## config.mk

```make
export PLATFORM = sky130hd
export DESIGN_NAME = relay_serial_data_points
export DESIGN_NICKNAME = d
export VERILOG_FILES = /design/src/relay_item_decode.v /design/src/relay_serial_data_points.v
export VERILOG_INCLUDE_DIRS = /design/src
export SDC_FILE = /design/constraint.sdc
export NUM_CORES = 1
export LEC_CHECK = 0
export ABC_AREA = 1
export BUFFER_PORTS_ARGS = -buffer_cell sky130_fd_sc_hd__buf_2
export CAP_MARGIN = 10
export CORE_AREA = 2 2 74 76
export DETAILED_ROUTE_END_ITERATION = 16
export DIE_AREA = 0 0 76 78
export GPL_TIMING_DRIVEN = 0
export PLACE_DENSITY_LB_ADDON = 0.3
export SLEW_MARGIN = 20
export SYNTH_ARGS = -nofsm -noshare
export SYNTH_HDL_FRONTEND = slang
export SYNTH_SLANG_ARGS = --single-unit
```

## constraint.sdc

```tcl
create_clock -name clock -period 3.5 [get_ports clock]
set_clock_uncertainty 0.15 [all_clocks]
set_input_delay 0.7 -clock clock [delete_from_list [all_inputs] [get_ports clock]]
set_output_delay 0.7 -clock clock [all_outputs]
set_load 0.01 [all_outputs]
```

## src/relay_points_defines.vh

```
// constants for the relay serial data point bank
`ifndef RELAY_POINTS_DEFINES_VH
`define RELAY_POINTS_DEFINES_VH

// ---------------------------------------------------------------
// channel and item codes
// ---------------------------------------------------------------
`define CHANNEL_MAIN        8'h00
`define KIND_INPUT          2'h0
`define KIND_OUTPUT         2'h1
`define ITEM_PHASE1         8'h01
`define ITEM_PHASE2         8'h02
`define ITEM_PHASE3         8'h03
`define ITEM_NEUTRAL        8'h04
`define ITEM_BLOCKING       8'h05
`define ITEM_FLAG_FIRST     8'h01
`define ITEM_FLAG_LAST      8'h08
`define ITEM_OUT_FIRST      8'h09
`define ITEM_OUT_LAST       8'h0D
`define ITEM_OPERATE        8'h29

// ---------------------------------------------------------------
// reset values and answer codes
// ---------------------------------------------------------------
`define OUT_RESET           5'h00
`define OPERATE_RESET       1'h0
`define STATUS_OK           2'h0
`define STATUS_READ_ONLY    2'h1
`define STATUS_LOCKED       2'h2
`define STATUS_UNKNOWN      2'h3

`endif

```

## src/relay_item_decode.v

```verilog
// decoder from channel, kind and item number to a data point selector
`timescale 1ns/1ps
`include "relay_points_defines.vh"

module relay_item_decode (
    input  wire [7:0] channel,
    input  wire [1:0] kind,
    input  wire [7:0] item,
    output reg        hit_current,
    output reg        hit_blocking,
    output reg        hit_flag,
    output reg        hit_output,
    output reg        hit_operate,
    output reg  [3:0] index
);

    // ---------------------------------------------------------------
    // decode
    // ---------------------------------------------------------------
    // only channel zero carries data points
    always @* begin
        hit_current  = 1'b0;
        hit_blocking = 1'b0;
        hit_flag     = 1'b0;
        hit_output   = 1'b0;
        hit_operate  = 1'b0;
        index        = 4'h0;
        if (channel == `CHANNEL_MAIN) begin
            if (kind == `KIND_INPUT) begin
                if (item >= `ITEM_PHASE1 && item <= `ITEM_NEUTRAL) begin
                    hit_current = 1'b1;
                    index       = item[3:0] - 4'h1;
                end else if (item == `ITEM_BLOCKING) begin
                    hit_blocking = 1'b1;
                end
            end else if (kind == `KIND_OUTPUT) begin
                if (item >= `ITEM_FLAG_FIRST && item <= `ITEM_FLAG_LAST) begin
                    hit_flag = 1'b1;
                    index    = item[3:0] - 4'h1;
                end else if (item >= `ITEM_OUT_FIRST && item <= `ITEM_OUT_LAST) begin
                    hit_output = 1'b1;
                    index      = item[3:0] - 4'h9;
                end else if (item == `ITEM_OPERATE) begin
                    hit_operate = 1'b1;
                end
            end
        end
    end

endmodule // relay_item_decode

```

## src/relay_serial_data_points.v

```verilog
// data point bank of a protection relay module seen from the serial bus
// What this block does
// every data item is reached through channel 0 only.
// the communicator, never this module, makes the three link status events.
// the module answers reads of all its input and output data items.
// password-protected items take a write only after password enablement.
// three phase currents (0..63 x rated) and neutral current (0..210 %) are read-only.
// the blocking item reads 1 while external blocking is active, else 0.
// eight read-only flags give start and trip of the four protection stages.
// five output signals are readable and writable under password.
// writing 1 to the operate item operates the relays, 0 releases, reads give state.
// a protected write without enablement is refused and changes nothing.
// a write to a read-only item is refused and changes nothing.
`timescale 1ns/1ps
`include "relay_points_defines.vh"

// ---------------------------------------------------------------
// item map
// ---------------------------------------------------------------
// channel 0 holds every item; other channels answer unknown
// kind 0, items 1..3: phase currents, full width, read only
// kind 0, item 4: neutral current, full width, read only
// kind 0, item 5: blocking input in bit 0, read only
// kind 1, items 1..8: stage flags in bit 0, read only
// flag order: low phase start, trip, high phase start, trip,
// then low neutral start, trip, high neutral start, trip
// kind 1, items 9..13: output lines in bit 0, password writable
// line order: primary trip, first start, first alarm,
// second alarm, main trip
// kind 1, item 41: relay operate bit, password writable
// ---------------------------------------------------------------
// answer and timing
// ---------------------------------------------------------------
// status 0 taken, 1 read only, 2 locked, 3 unknown item
// a request is taken at a rising edge with req_valid high
// its answer pulse follows one edge later, one per request
// requests may come back to back in every cycle
// a write answers with the value it replaces
// refused requests change no stored state
// limitation: a written line stays forced until reset, since the
// bus has no item that hands a line back to the stage logic

module relay_serial_data_points #(
    parameter CUR_W = 16
) (
    // clock and synchronous reset
    input  wire             clock,
    input  wire             resetn,
    // request from the communicator
    input  wire             req_valid,
    input  wire             req_write,
    input  wire [7:0]       req_channel,
    input  wire [1:0]       req_kind,
    input  wire [7:0]       req_item,
    input  wire [CUR_W-1:0] req_data,
    input  wire             password_enabled,
    // measured values and live protection state
    input  wire [CUR_W-1:0] phase1_current,
    input  wire [CUR_W-1:0] phase2_current,
    input  wire [CUR_W-1:0] phase3_current,
    input  wire [CUR_W-1:0] neutral_current,
    input  wire             blocking_input,
    input  wire [7:0]       stage_flags,
    input  wire [4:0]       output_signals_in,
    // answer to the communicator
    output reg              ans_valid,
    output reg  [1:0]       ans_status,
    output reg  [CUR_W-1:0] ans_data,
    // line control toward the output stage
    output reg  [4:0]       output_override,
    output reg  [4:0]       output_force,
    output reg              relay_operate
);

    // ---------------------------------------------------------------
    // decode
    // ---------------------------------------------------------------
    // item decoder; at most one hit is high for any request
    wire       hit_current;
    wire       hit_blocking;
    wire       hit_flag;
    wire       hit_output;
    wire       hit_operate;
    wire [3:0] index;

    relay_item_decode u_decode (
        .channel      (req_channel),
        .kind         (req_kind),
        .item         (req_item),
        .hit_current  (hit_current),
        .hit_blocking (hit_blocking),
        .hit_flag     (hit_flag),
        .hit_output   (hit_output),
        .hit_operate  (hit_operate),
        .index        (index)
    );

    // present state of one output line: forced value wins over the stage logic
    function out_state;
        input [4:0] ovr;
        input [4:0] frc;
        input [4:0] raw;
        input [3:0] idx;
        begin
            out_state = ovr[idx[2:0]] ? frc[idx[2:0]] : raw[idx[2:0]];
        end
    endfunction

    // one-hot enable for the output line picked by an item index
    function [4:0] line_select;
        input [3:0] idx;
        begin
            line_select = 5'h01 << idx[2:0];
        end
    endfunction

    // answer code of a request; the first refusal that applies wins
    function [1:0] answer_code;
        input unknown;
        input readonly;
        input locked;
        begin
            if (unknown) begin
                answer_code = `STATUS_UNKNOWN;
            end else if (readonly) begin
                answer_code = `STATUS_READ_ONLY;
            end else if (locked) begin
                answer_code = `STATUS_LOCKED;
            end else begin
                answer_code = `STATUS_OK;
            end
        end
    endfunction

    // ---------------------------------------------------------------
    // named views of the stage flags
    // ---------------------------------------------------------------
    // bit order of stage_flags follows the item numbers 1 to 8
    wire low_phase_start_flag;
    wire low_phase_trip_flag;
    wire high_phase_start_flag;
    wire high_phase_trip_flag;
    wire low_neutral_start_flag;
    wire low_neutral_trip_flag;
    wire high_neutral_start_flag;
    wire high_neutral_trip_flag;

    assign low_phase_start_flag    = stage_flags[0];
    assign low_phase_trip_flag     = stage_flags[1];
    assign high_phase_start_flag   = stage_flags[2];
    assign high_phase_trip_flag    = stage_flags[3];
    assign low_neutral_start_flag  = stage_flags[4];
    assign low_neutral_trip_flag   = stage_flags[5];
    assign high_neutral_start_flag = stage_flags[6];
    assign high_neutral_trip_flag  = stage_flags[7];

    // ---------------------------------------------------------------
    // present state of the output lines
    // ---------------------------------------------------------------
    // forced value wins once a line has been written
    wire primary_trip_output;
    wire first_start_output;
    wire first_alarm_output;
    wire second_alarm_output;
    wire main_trip_output;

    assign primary_trip_output = out_state(output_override, output_force,
                                           output_signals_in, 4'h0);
    assign first_start_output  = out_state(output_override, output_force,
                                           output_signals_in, 4'h1);
    assign first_alarm_output  = out_state(output_override, output_force,
                                           output_signals_in, 4'h2);
    assign second_alarm_output = out_state(output_override, output_force,
                                           output_signals_in, 4'h3);
    assign main_trip_output    = out_state(output_override, output_force,
                                           output_signals_in, 4'h4);

    // ---------------------------------------------------------------
    // read mux
    // ---------------------------------------------------------------
    // each group has its own small mux and the final pick only steers;
    // unused high bits of single-bit items read as zero
    reg [CUR_W-1:0] current_value;
    reg             flag_value;
    reg             line_value;
    reg [CUR_W-1:0] read_value;
    wire            hit_any;

    assign hit_any = hit_current | hit_blocking | hit_flag | hit_output | hit_operate;

    // measured currents, full width
    always @* begin
        case (index[1:0])
            2'h0:    current_value = phase1_current;
            2'h1:    current_value = phase2_current;
            2'h2:    current_value = phase3_current;
            default: current_value = neutral_current;
        endcase
    end

    // stage flags in item order
    always @* begin
        case (index[2:0])
            3'h0:    flag_value = low_phase_start_flag;
            3'h1:    flag_value = low_phase_trip_flag;
            3'h2:    flag_value = high_phase_start_flag;
            3'h3:    flag_value = high_phase_trip_flag;
            3'h4:    flag_value = low_neutral_start_flag;
            3'h5:    flag_value = low_neutral_trip_flag;
            3'h6:    flag_value = high_neutral_start_flag;
            default: flag_value = high_neutral_trip_flag;
        endcase
    end

    // output lines in item order
    always @* begin
        case (index[2:0])
            3'h0:    line_value = primary_trip_output;
            3'h1:    line_value = first_start_output;
            3'h2:    line_value = first_alarm_output;
            3'h3:    line_value = second_alarm_output;
            default: line_value = main_trip_output;
        endcase
    end

    // final pick between the groups
    always @* begin
        read_value = {CUR_W{1'b0}};
        if (hit_current) begin
            read_value = current_value;
        end else if (hit_blocking) begin
            read_value[0] = blocking_input;
        end else if (hit_flag) begin
            read_value[0] = flag_value;
        end else if (hit_output) begin
            read_value[0] = line_value;
        end else if (hit_operate) begin
            read_value[0] = relay_operate;
        end
    end

    // ---------------------------------------------------------------
    // request classification
    // ---------------------------------------------------------------
    // each request lands in one class; the decoder's hits are one-hot,
    // so a read-only hit and a protected hit never meet
    wire protected_hit;
    wire readonly_hit;
    wire refuse_unknown;
    wire refuse_readonly;
    wire refuse_locked;
    wire take_write;

    assign protected_hit   = hit_output | hit_operate;
    assign readonly_hit    = hit_current | hit_blocking | hit_flag;
    assign refuse_unknown  = ~hit_any;
    assign refuse_readonly = req_write & readonly_hit;
    assign refuse_locked   = req_write & protected_hit & ~password_enabled;
    assign take_write      = req_valid & req_write & protected_hit & password_enabled;

    // ---------------------------------------------------------------
    // next answer
    // ---------------------------------------------------------------
    // one answer per request, one cycle later; data is the value before
    // any write, so a write also reports what it replaced
    reg             next_ans_valid;
    reg [1:0]       next_ans_status;
    reg [CUR_W-1:0] next_ans_data;

    always @* begin
        next_ans_valid  = req_valid;
        next_ans_status = ans_status;
        next_ans_data   = ans_data;
        if (req_valid) begin
            next_ans_status = answer_code(refuse_unknown, refuse_readonly, refuse_locked);
            next_ans_data   = read_value;
        end
    end

    // ---------------------------------------------------------------
    // next line control and operate state
    // ---------------------------------------------------------------
    // refused writes leave both vectors and the operate bit untouched
    reg [4:0] line_write;
    reg [4:0] next_output_override;
    reg [4:0] next_output_force;
    reg       next_relay_operate;

    always @* begin
        line_write = 5'h00;
        if (take_write && hit_output) begin
            line_write = line_select(index);
        end
        next_output_override = output_override | line_write;
        next_output_force    = (output_force & ~line_write) | (line_write & {5{req_data[0]}});
    end

    // writing 0 releases the relays as well, so no separate release item
    always @* begin
        next_relay_operate = relay_operate;
        if (take_write && hit_operate) begin
            next_relay_operate = req_data[0];
        end
    end

    // ---------------------------------------------------------------
    // registers
    // ---------------------------------------------------------------
    // answer registers; reset leaves a zero answer with no pulse
    always @(posedge clock) begin
        if (!resetn) begin
            ans_valid  <= 1'b0;
            ans_status <= `STATUS_OK;
            ans_data   <= {CUR_W{1'b0}};
        end else begin
            ans_valid  <= next_ans_valid;
            ans_status <= next_ans_status;
            ans_data   <= next_ans_data;
        end
    end

    // line overrides hold until reset; the bus cannot hand a line
    // back to the stage logic
    always @(posedge clock) begin
        if (!resetn) begin
            output_override <= `OUT_RESET;
            output_force    <= `OUT_RESET;
        end else begin
            output_override <= next_output_override;
            output_force    <= next_output_force;
        end
    end

    // operate command
    always @(posedge clock) begin
        if (!resetn) begin
            relay_operate <= `OPERATE_RESET;
        end else begin
            relay_operate <= next_relay_operate;
        end
    end

endmodule // relay_serial_data_points

```

== Yosys cells after proc, flatten, opt, wreduce, memory -nomap -nowiden ==
Cells that the tools add are included.

* Register bits after elaboration: 30
* Bits of input ports: 117

* Add/sub/neg operators: 2
* Magnitude comparators: 5
* Equal/unequal tests: 11
* Shifts and indexed selects: 1
* Mux-type cells: 46
* Bitwise logic cells: 17
* Reduce and logical (&&, ||, !) cells: 9

{| class="wikitable"
|+ Operator list
! kind !! count
|-
| $pmux W16 S3 || 1
|-
| $mux W1 || 32
|-
| $mux W3 || 6
|-
| $le A8 B4 Y1 const B || 2
|-
| $mux W15 || 1
|-
| $and A5 B5 Y5 || 2
|-
| $or A5 B5 Y5 || 2
|-
| $eq A3 B3 Y1 const B || 3
|-
| $eq A8 B3 Y1 const B || 1
|-
| $eq A8 B6 Y1 const B || 1
|-
| $ge A8 B1 Y1 const B || 1
|-
| $ge A8 B4 Y1 const B || 1
|-
| $le A8 B3 Y1 const B || 1
|-
| $logic_not A8 Y1 || 1
|-
| $pmux W1 S7 || 1
|-
| $and A1 B1 Y1 || 6
|-
| $eq A3 B2 Y1 const B || 2
|-
| $mux W2 || 3
|-
| $sub A3 B1 Y3 const B || 2
|-
| $logic_and A1 B1 Y1 || 5
|-
| $mux W5 || 1
|-
| $not A5 Y5 || 1
|-
| $or A1 B1 Y1 || 5
|-
| $shl A1 B3 Y5 const A || 1
|-
| other kinds (7) || 9
|}

== Longest topological paths before layout ==
Gate-level depths: netlist (run 1).

* Depth after elaboration: 15
* Gate-level depth with buffers: 20
* Depth with buffers taken out: 19

== Modules after synthesis ==
From an unflattened synthesis (run 1), not the netlist that was laid out.

* Cells, all modules: 353
* Area total of the unflattened synthesis: 2190.9 um^2

{| class="wikitable"
|+ Modules (own cells, without submodules)
! module !! instances !! cells an instance !! area an instance (um^2) !! sequential area each (um^2)
|-
| relay_serial_data_points || 1 || 278 || 1813.0 || 600.6
|-
| relay_item_decode || 1 || 75 || 377.9 || 0.0
|}

== Worst setup path before layout (run 1) ==
OpenSTA, ideal clock, no wires.

* Kind: in2reg
* From: input req_item[0]
* To: register ans_data[0]
* Library setup time: 109 ps
* Data arrival time: 2700 ps
* Data required time: 3241 ps
* Setup slack: 541 ps
* Stages on the path: 20
* Cell sequence: inv_1 clkbuf_1 ha_1 inv_1 o21ai_0 nand2_1 nor2_2 nand2_2 nand3_4 o21ai_4 nand2_2 nand2_1 nor2_1 nand2_1 nand2_1 nand2_1 nor2_1 nand3_1 nand2_1 inv_1

* Cells in the longest elaborated chain, start to end: 13

{| class="wikitable"
|+ Ends and longest elaborated chain
! item !! line !! RTL
|-
| from (decl) || relay_serial_data_points.v:54 || <nowiki>input wire [7:0] req_item,</nowiki>
|-
| $ge A8 B4 Y1 (no source line) or $le A8 B4 Y1 (tied branches) || n/a ||
|-
| $logic_and A1 B1 Y1 (no source line) || n/a ||
|-
| $mux W3 || relay_item_decode.v:40 || <nowiki>end else if (item >= `ITEM_OUT_FIRST && item <= `ITEM_OUT_LAST) begin</nowiki>
|-
| $mux W3 || relay_item_decode.v:37 || <nowiki>if (item >= `ITEM_FLAG_FIRST && item <= `ITEM_FLAG_LAST) begin</nowiki>
|-
| $mux W3 || relay_item_decode.v:36 || <nowiki>end else if (kind == `KIND_OUTPUT) begin</nowiki>
|-
| $mux W3 || relay_item_decode.v:29 || <nowiki>if (kind == `KIND_INPUT) begin</nowiki>
|-
| $mux W3 || relay_item_decode.v:28 || <nowiki>if (channel == `CHANNEL_MAIN) begin</nowiki>
|-
| $eq A3 B2 Y1 (tied with other cells) || relay_serial_data_points.v:203, relay_serial_data_points.v:217 ||
|-
| $pmux W1 S4 || relay_serial_data_points.v:217 || <nowiki>case (index[2:0])</nowiki>
|-
| $mux W1 || relay_serial_data_points.v:235 || <nowiki>end else if (hit_output) begin</nowiki>
|-
| $mux W1 || relay_serial_data_points.v:233 || <nowiki>end else if (hit_flag) begin</nowiki>
|-
| $mux W1 || relay_serial_data_points.v:231 || <nowiki>end else if (hit_blocking) begin</nowiki>
|-
| $mux W1 * || relay_serial_data_points.v:229 || <nowiki>if (hit_current) begin</nowiki>
|-
| to (signal assigned) || relay_serial_data_points.v:314 || <nowiki>ans_data <= {CUR_W{1'b0}};</nowiki>
|-
| to (signal assigned) || relay_serial_data_points.v:318 || <nowiki>ans_data <= next_ans_data;</nowiki>
|-
| to (decl) || relay_serial_data_points.v:68 || <nowiki>output reg [CUR_W-1:0] ans_data,</nowiki>
|}

Every way passes the cells marked *; elsewhere a longest branch is shown, timed or not.
A chain may end at the register's enable or synchronous reset.

== Worst setup path after layout (run 1) ==
* From: input req_item[0]
* To: register ans_data[4]

* Cells in the longest elaborated chain, start to end: 10

{| class="wikitable"
|+ Ends and longest elaborated chain
! item !! line !! RTL
|-
| $ge A8 B4 Y1 (no source line) or $le A8 B4 Y1 (tied branches) || n/a ||
|-
| $logic_and A1 B1 Y1 (no source line) || n/a ||
|-
| $mux W3 || relay_item_decode.v:40 ||
|-
| $mux W3 || relay_item_decode.v:37 ||
|-
| $mux W3 || relay_item_decode.v:36 ||
|-
| $mux W3 || relay_item_decode.v:29 ||
|-
| $mux W3 || relay_item_decode.v:28 ||
|-
| $eq A2 B2 Y1 (tied with other cells) || relay_serial_data_points.v:193 || <nowiki>case (index[1:0])</nowiki>
|-
| $pmux W16 S3 || relay_serial_data_points.v:193 ||
|-
| $mux W15 * || relay_serial_data_points.v:229 ||
|}

Marked as above.

==> flow_summary.toml, run 1 <==
[clocking]
cts_tree = "built"
cts_setup_buffers = 0
clk_pin_slew_ns = 0.06
cts_max_path_buffers = 2
cts_max_level = 2
clock-sinks = 30
clkLatencyLatePin_ns = 0.28
cts-root-buf = "clkbuf_8"
cts_resized = 0
hold_buffers = 0
cts_made_buffers = 5

[global_routing]
grt_use_met1 = 0.316
grt_util_all_layers = 0.220
use_met2 = 0.331
grt_busiest_layer = "met2"
grt_pass1_wl_um = 10500
met3_usage = 0.0267
antenna_found_initial = 0
grt_overflow_total = 0
grt_pass1_vias = 2248
grt_start_max_net_pins = 12

[sta]
post-route-period-util = 0.871
drv_slew = 0
rsz0062_at_grt = "false"
maxSlewHeadroom = 0.727
fin_setup_tns_ns = 0
period_needed_ns = 3.05
finalSetupViolCount = 0
worst_pin_slew_ns = 0.409
hold_viol = 0
fmax_mhz = 328

[synthesis]
yosysSeqAreaShare = 0.293
synth-simple-area-share = 0.408
yosysUniqueCellTypes = 35
synth-compound-area-share = 0.174
synthCells = 312
synth_top_area_frac = 0.293
netlist_top_cells_count = "nand2_1, nand3_1, nor2_1"
synth-xor-area-share = 0
synth_top_family_by_area = "simple AND/OR/NAND/NOR gates"
synthArstFlopShare = 0
yosysWarnings = 0
synth_edf_count = 0
synth_area_um2 = 2050
yosysMostFrequentCell = "nand2_1"
synth_area_per_cell_um2 = 6.56
synth_fp_nets = 432
synth_ff_type = "dfxtp_1"
synth.area.top_cells = "dfxtp_1, nand2_1, nand3_1"
synth-seq-cells = 30
synth_top_cell_by_area = "dfxtp_1"
synth_mux_area_frac = 0.0257
synth_adder_area_share = 0.0183

[die]
die_h_um = 78
die_w_um = 76
io_pins = 147
dieArea_um2 = 5930
initial_core_util = 0.406
num_rows = 26
core_um2 = 5040

[worst_setup_path]
path_max_fanout = 11
cp-start-kind = "input port"
criticalPathCategory = "in2reg"
cp-end-kind = "flip-flop"
critPathRequiredTime_ns = 3.51
arrival_ns = 3.06

[cells_and_area]
drive_gt1_frac = 0.377
area_growth_pct = 41.3
antenna_cells = 0
final_nets = 570
nFillCells = 499
final_util = 0.573

[drt]
route.vias.total = 2495
ant_nets = 0
dr.pass1.iters = 4
drc = 0
viasPerCell = 4.79
drt-initial-drc-count = 160
routedWlPerCell_um = 12.7
drt_wl_total_um = 6620

[power_and_ir_drop]
irDropWorstVdd_uv = 247
power_density_nw_per_um2 = 262
p_leak_nw = 1.60

[place]
dp_hpwl_um = 5350
gp_congestion = 0.879
portBuffers = 131

[flow_run]
maxCapViolations = 0

[run_status]
status = "complete, no violations"

[worst_hold_path]
hp-class = "reg2reg"
-- final timing paths --
path / startpoint / end / slack [ns] / depth (start not counted)
worst max-delay path: req_item[0] / ans_data[4]$_SDFFE_PN0P_ / 0.45 / 16
worst min-delay path: ans_data[13]$_SDFFE_PN0P_ / ans_data[13]$_SDFFE_PN0P_ / 0.32 / 2
worst max register to register: output_override[0]$_SDFF_PN0_ / ans_data[0]$_SDFFE_PN0P_ / 1.94 / 11
worst min register to register: ans_data[13]$_SDFFE_PN0P_ / ans_data[13]$_SDFFE_PN0P_ / 0.32 / 2
-- cell usage in the layout (no fill, tap or decap), drive strengths merged --
cell and n:
o21ai 17, a32o 1, o31ai 1, a21oi 21
ha 3, mux2i 3, nor4 1, o2111ai 1
nor2 43, nand4 4, o21bai 1, inv 27
nand3 43, nand2 79, clkinvlp 1, clkinv 3
clkbuf 11, or2 1, and2 1, nor3 4
dfxtp 30, mux2 2, and3 1, a311oi 1
o211ai 15, buf 136
-- per-layer routing --
| layer | share of wire | vias to the layer above |
|---|---|---|
| met4 | 0.019 | 0 |
| met5 | 0 | - |
| li1 | - | 1325 |
| met2 | 0.43 | 89 |
| met1 | 0.49 | 1070 |
| met3 | 0.059 | 11 |
-- cells by family (layout without fill, tap and decap cells) --
kind of cell | Yosys count | after routing
buffers and inverters | 39 | 178
muxes | 5 | 5
and+or+nand+nor | 177 | 177
adders and majority gates | 3 | 3
DFF | 30 | 30
AOI/OAI and AO/OA | 58 | 58
-- worst max-delay path, stage by stage --
cell and delay, ns:
buf_2 0.12, inv_1 0.18, clkbuf_2 0.30, ha_1 0.21, nand2_1 0.10, nor2_2 0.16
nor2_1 0.09, nand2_2 0.13, nand3_4 0.20, nand3_4 0.19, inv_2 0.07, buf_4 0.17
a21oi_1 0.11, nand3_1 0.12, o211ai_1 0.13, nand2_1 0.08
-- area by class of cell --
type                            instances  area (µm²)  area share
Buffer                                 10        56.3      0.0195
Clock buffer                            6        82.6      0.0286
Clock inverter                          2        12.5     0.00433
Inverter                               29         109      0.0376
Multi-Input combinational cell        243        1290       0.445
Sequential cell                        30         601       0.208
Tap cell                               70        87.6      0.0303
Timing Repair Buffer                  131         656       0.227
-- per-stage QoR --
stage / instances / area (µm²) / total power, W / setup slack, ns / hold slack [ns]
2_1_floorplan: 312 / 2050 / 0.000404 / 0.541 / 0.344
3_3_place_gp: 513 / 2790 / 0.000473 / 0.0310 / 0.306
3_5_place_dp: 513 / 2790 / 0.000476 / 0.00658 / 0.312
4_1_cts: 521 / 2890 / 0.000765 / 0.283 / 0.323
5_1_grt: 521 / 2890 / 0.000792 / 0.218 / 0.340
6_report: 521 / 2890 / 0.000758 / 0.450 / 0.324
-- where the power goes --
part	switching (W)	total [W]	leakage (nW)	internal [W]
logic	0.0000642	0.000124	1.31	0.0000593
clock network	0.000131	0.000289	0.0472	0.000158
registers	0.00000145	0.000346	0.243	0.000344
Note: power is estimated with default switching activity, not from simulation.
==> run 2: changes to the inputs <==
--- a/config.mk
+++ b/config.mk
@@ -9,12 +9,11 @@
 export ABC_AREA = 1
 export BUFFER_PORTS_ARGS = -buffer_cell sky130_fd_sc_hd__buf_2
 export CAP_MARGIN = 10
-export CORE_AREA = 2 2 74 76
+export CORE_AREA = 2 2 72 74
 export DETAILED_ROUTE_END_ITERATION = 16
-export DIE_AREA = 0 0 76 78
+export DIE_AREA = 0 0 74 76
 export GPL_TIMING_DRIVEN = 0
 export PLACE_DENSITY_LB_ADDON = 0.3
-export SLEW_MARGIN = 20
 export SYNTH_ARGS = -nofsm -noshare
 export SYNTH_HDL_FRONTEND = slang
 export SYNTH_SLANG_ARGS = --single-unit
==> constraint.sdc (replaced) <==
create_clock -name clock -period 3.9 [get_ports clock]
set_clock_uncertainty 0.15 [all_clocks]
set_input_delay 0.78 -clock clock [delete_from_list [all_inputs] [get_ports clock]]
set_output_delay 0.78 -clock clock [all_outputs]
set_load 0.01 [all_outputs]
==> run 2 against run 1 <==
  * Worst hold slack worse by 0.0024 ns
  * Sequential cell count did not move
  * Clock power is 7% higher
  * Via count increased by 1.8%
  * Register-to-register slack gained 0.38 ns
  * Highest routed layer unchanged
  * Critical path depth did not move
==> flow_summary.toml, run 2 (synthesized netlist as in run 1, its figures left out) <==
[power_and_ir_drop]
switching_power_w = 0.000179
p_clk_frac = 0.422
p_leak_nw = 1.61
power_frac_seq = 0.425
irDropWorstVdd_uv = 336
pwr-share-comb = 0.153
power_density_nw_per_um2 = 252
p_sw_frac = 0.246
p_int_w = 0.000550

[place]
gp_congestion = 0.915
place_ws_ns = 0.238
dp_hpwl_um = 5440
portBuffers = 131

[cells_and_area]
final_util = 0.590
final_nets = 570
layout_commonest_cell = "buf_2"
drive_gt1_frac = 0.373
area_growth_pct = 41.6
antenna_cells = 0
nFillCells = 481
final_cell_mix = "buf_2, nand2_1, nand3_1, nor2_1, dfxtp_1"

[clocking]
cts_tree = "built"
cts_max_level = 2
cts_resized = 0
clock-sinks = 30
cts_made_buffers = 5
clkLatencyLatePin_ns = 0.28
clk_pin_slew_ns = 0.06
cts_max_path_buffers = 2
cts_setup_buffers = 0
cts-root-buf = "clkbuf_8"
hold_buffers = 0

[worst_setup_path]
arrival_ns = 3.40
cp-start-kind = "input port"
crit_family = "buffers and inverters"
path_max_fanout = 11
criticalPathCategory = "in2reg"
slowest_delay_ns = 0.46
crit_chain = "buf_2 -> inv_1 -> clkbuf_1 -> ha_1 -> nand2_1 -> o21ai_0 -> nor2_1 -> nand2_2 -> nand3_4 -> nand3_4 -> inv_2 -> buf_4 -> a21oi_1 -> nand3_1 -> o211ai_1 -> nand2_1"
critPathSlowestCell = "clkbuf_1"
rrSetupSlack_ns = 2.32
timing.critical_path.buf_inv = 5
cp-end-kind = "flip-flop"
critPathRequiredTime_ns = 3.91

[drt]
drt-initial-drc-count = 117
ant_nets = 0
drc = 0
dr.pass1.iters = 4
routedWlPerCell_um = 12.9
viasPerCell = 4.87
drt_wl_total_um = 6730
route.vias.total = 2539

[sta]
fin_setup_tns_ns = 0
worst_pin_slew_ns = 0.570
maxSlewHeadroom = 0.617
worst_slack_ns = 0.517
post-route-period-util = 0.867
fmax_mhz = 296
rsz0062_at_grt = "false"
hold_viol = 0
timing.hold.ws_ns = 0.321
drv_slew = 0
period_needed_ns = 3.38
finalSetupViolCount = 0

[die]
core_um2 = 4910
num_rows = 26
die_h_um = 76
dieArea_um2 = 5620
die_w_um = 74
initial_core_util = 0.417
io_pins = 147

[global_routing]
grt_pass1_wl_um = 11000
grt_util_all_layers = 0.245
grt_pass1_vias = 2374
grt_overflow_total = 0
grt_start_max_net_pins = 12
antenna_found_initial = 0

[worst_hold_path]
hp-class = "reg2reg"

[flow_run]
maxCapViolations = 0

[run_status]
status = "complete, no violations"
## run 2: cell types whose count changed in the layout (fill, tap and decap cells not counted)
cell	change
clkbuf_1	+1
bufinv_16	+1
nor3_1	+1
clkbuf_2	-1
clkinvlp_4	-1
clkbuf_8	-1
clkinv_2	+1
nor3_2	-1
## run 2: area by class of cell
cell class / count / area [µm²] / area share
Inverter: 29 / 109 / 0.0375
Clock inverter: 3 / 40.0 / 0.0138
Multi-Input combinational cell: 243 / 1280 / 0.442
Tap cell: 70 / 87.6 / 0.0302
Clock buffer: 5 / 68.8 / 0.0237
Timing Repair Buffer: 131 / 656 / 0.226
Sequential cell: 30 / 601 / 0.207
Buffer: 10 / 55.1 / 0.0190
## run 2: final timing paths
kind / startpoint / end / cells past startpoint
worst min-delay path: ans_data[6]$_SDFFE_PN0P_ / ans_data[6]$_SDFFE_PN0P_ / 2
worst max-delay path: req_item[0] / ans_data[12]$_SDFFE_PN0P_ / 16
worst max register to register: output_override[0]$_SDFF_PN0_ / ans_data[0]$_SDFFE_PN0P_ / 11
worst min register to register: ans_data[6]$_SDFFE_PN0P_ / ans_data[6]$_SDFFE_PN0P_ / 2
## run 2: worst min-delay path: stages (launching register included)
cell and delay (ns):
dfxtp_1 0.31, nand3_1 0.07, nand2_1 0.05
## run 2: metrics by stage
stage          total power (W)  instance area, µm²  instances
2_1_floorplan         0.000362                2050        312
3_3_place_gp          0.000425                2790        513
3_5_place_dp          0.000427                2790        513
4_1_cts               0.000732                2900        521
5_1_grt               0.000759                2900        521
6_report              0.000729                2900        521
## run 2: routing by layer
metal,vias to the layer above,track usage,wire (µm),share of wire
met5,-,0,0,0
met4,0,0.0909,139,0.021
met3,13,0.0317,375,0.056
met2,90,0.369,3050,0.45
met1,1115,0.353,3160,0.47
li1,1321,-,-,-
## run 2: power groups by stage
stage                      logic, W  clock network [W]  registers (W)
after floorplan           0.0000440                  0       0.000318
after global placement     0.000108                  0       0.000317
after detailed placement   0.000110                  0       0.000317
after CTS                  0.000111           0.000311       0.000310
after global routing       0.000125           0.000324       0.000310
final                      0.000111           0.000308       0.000310
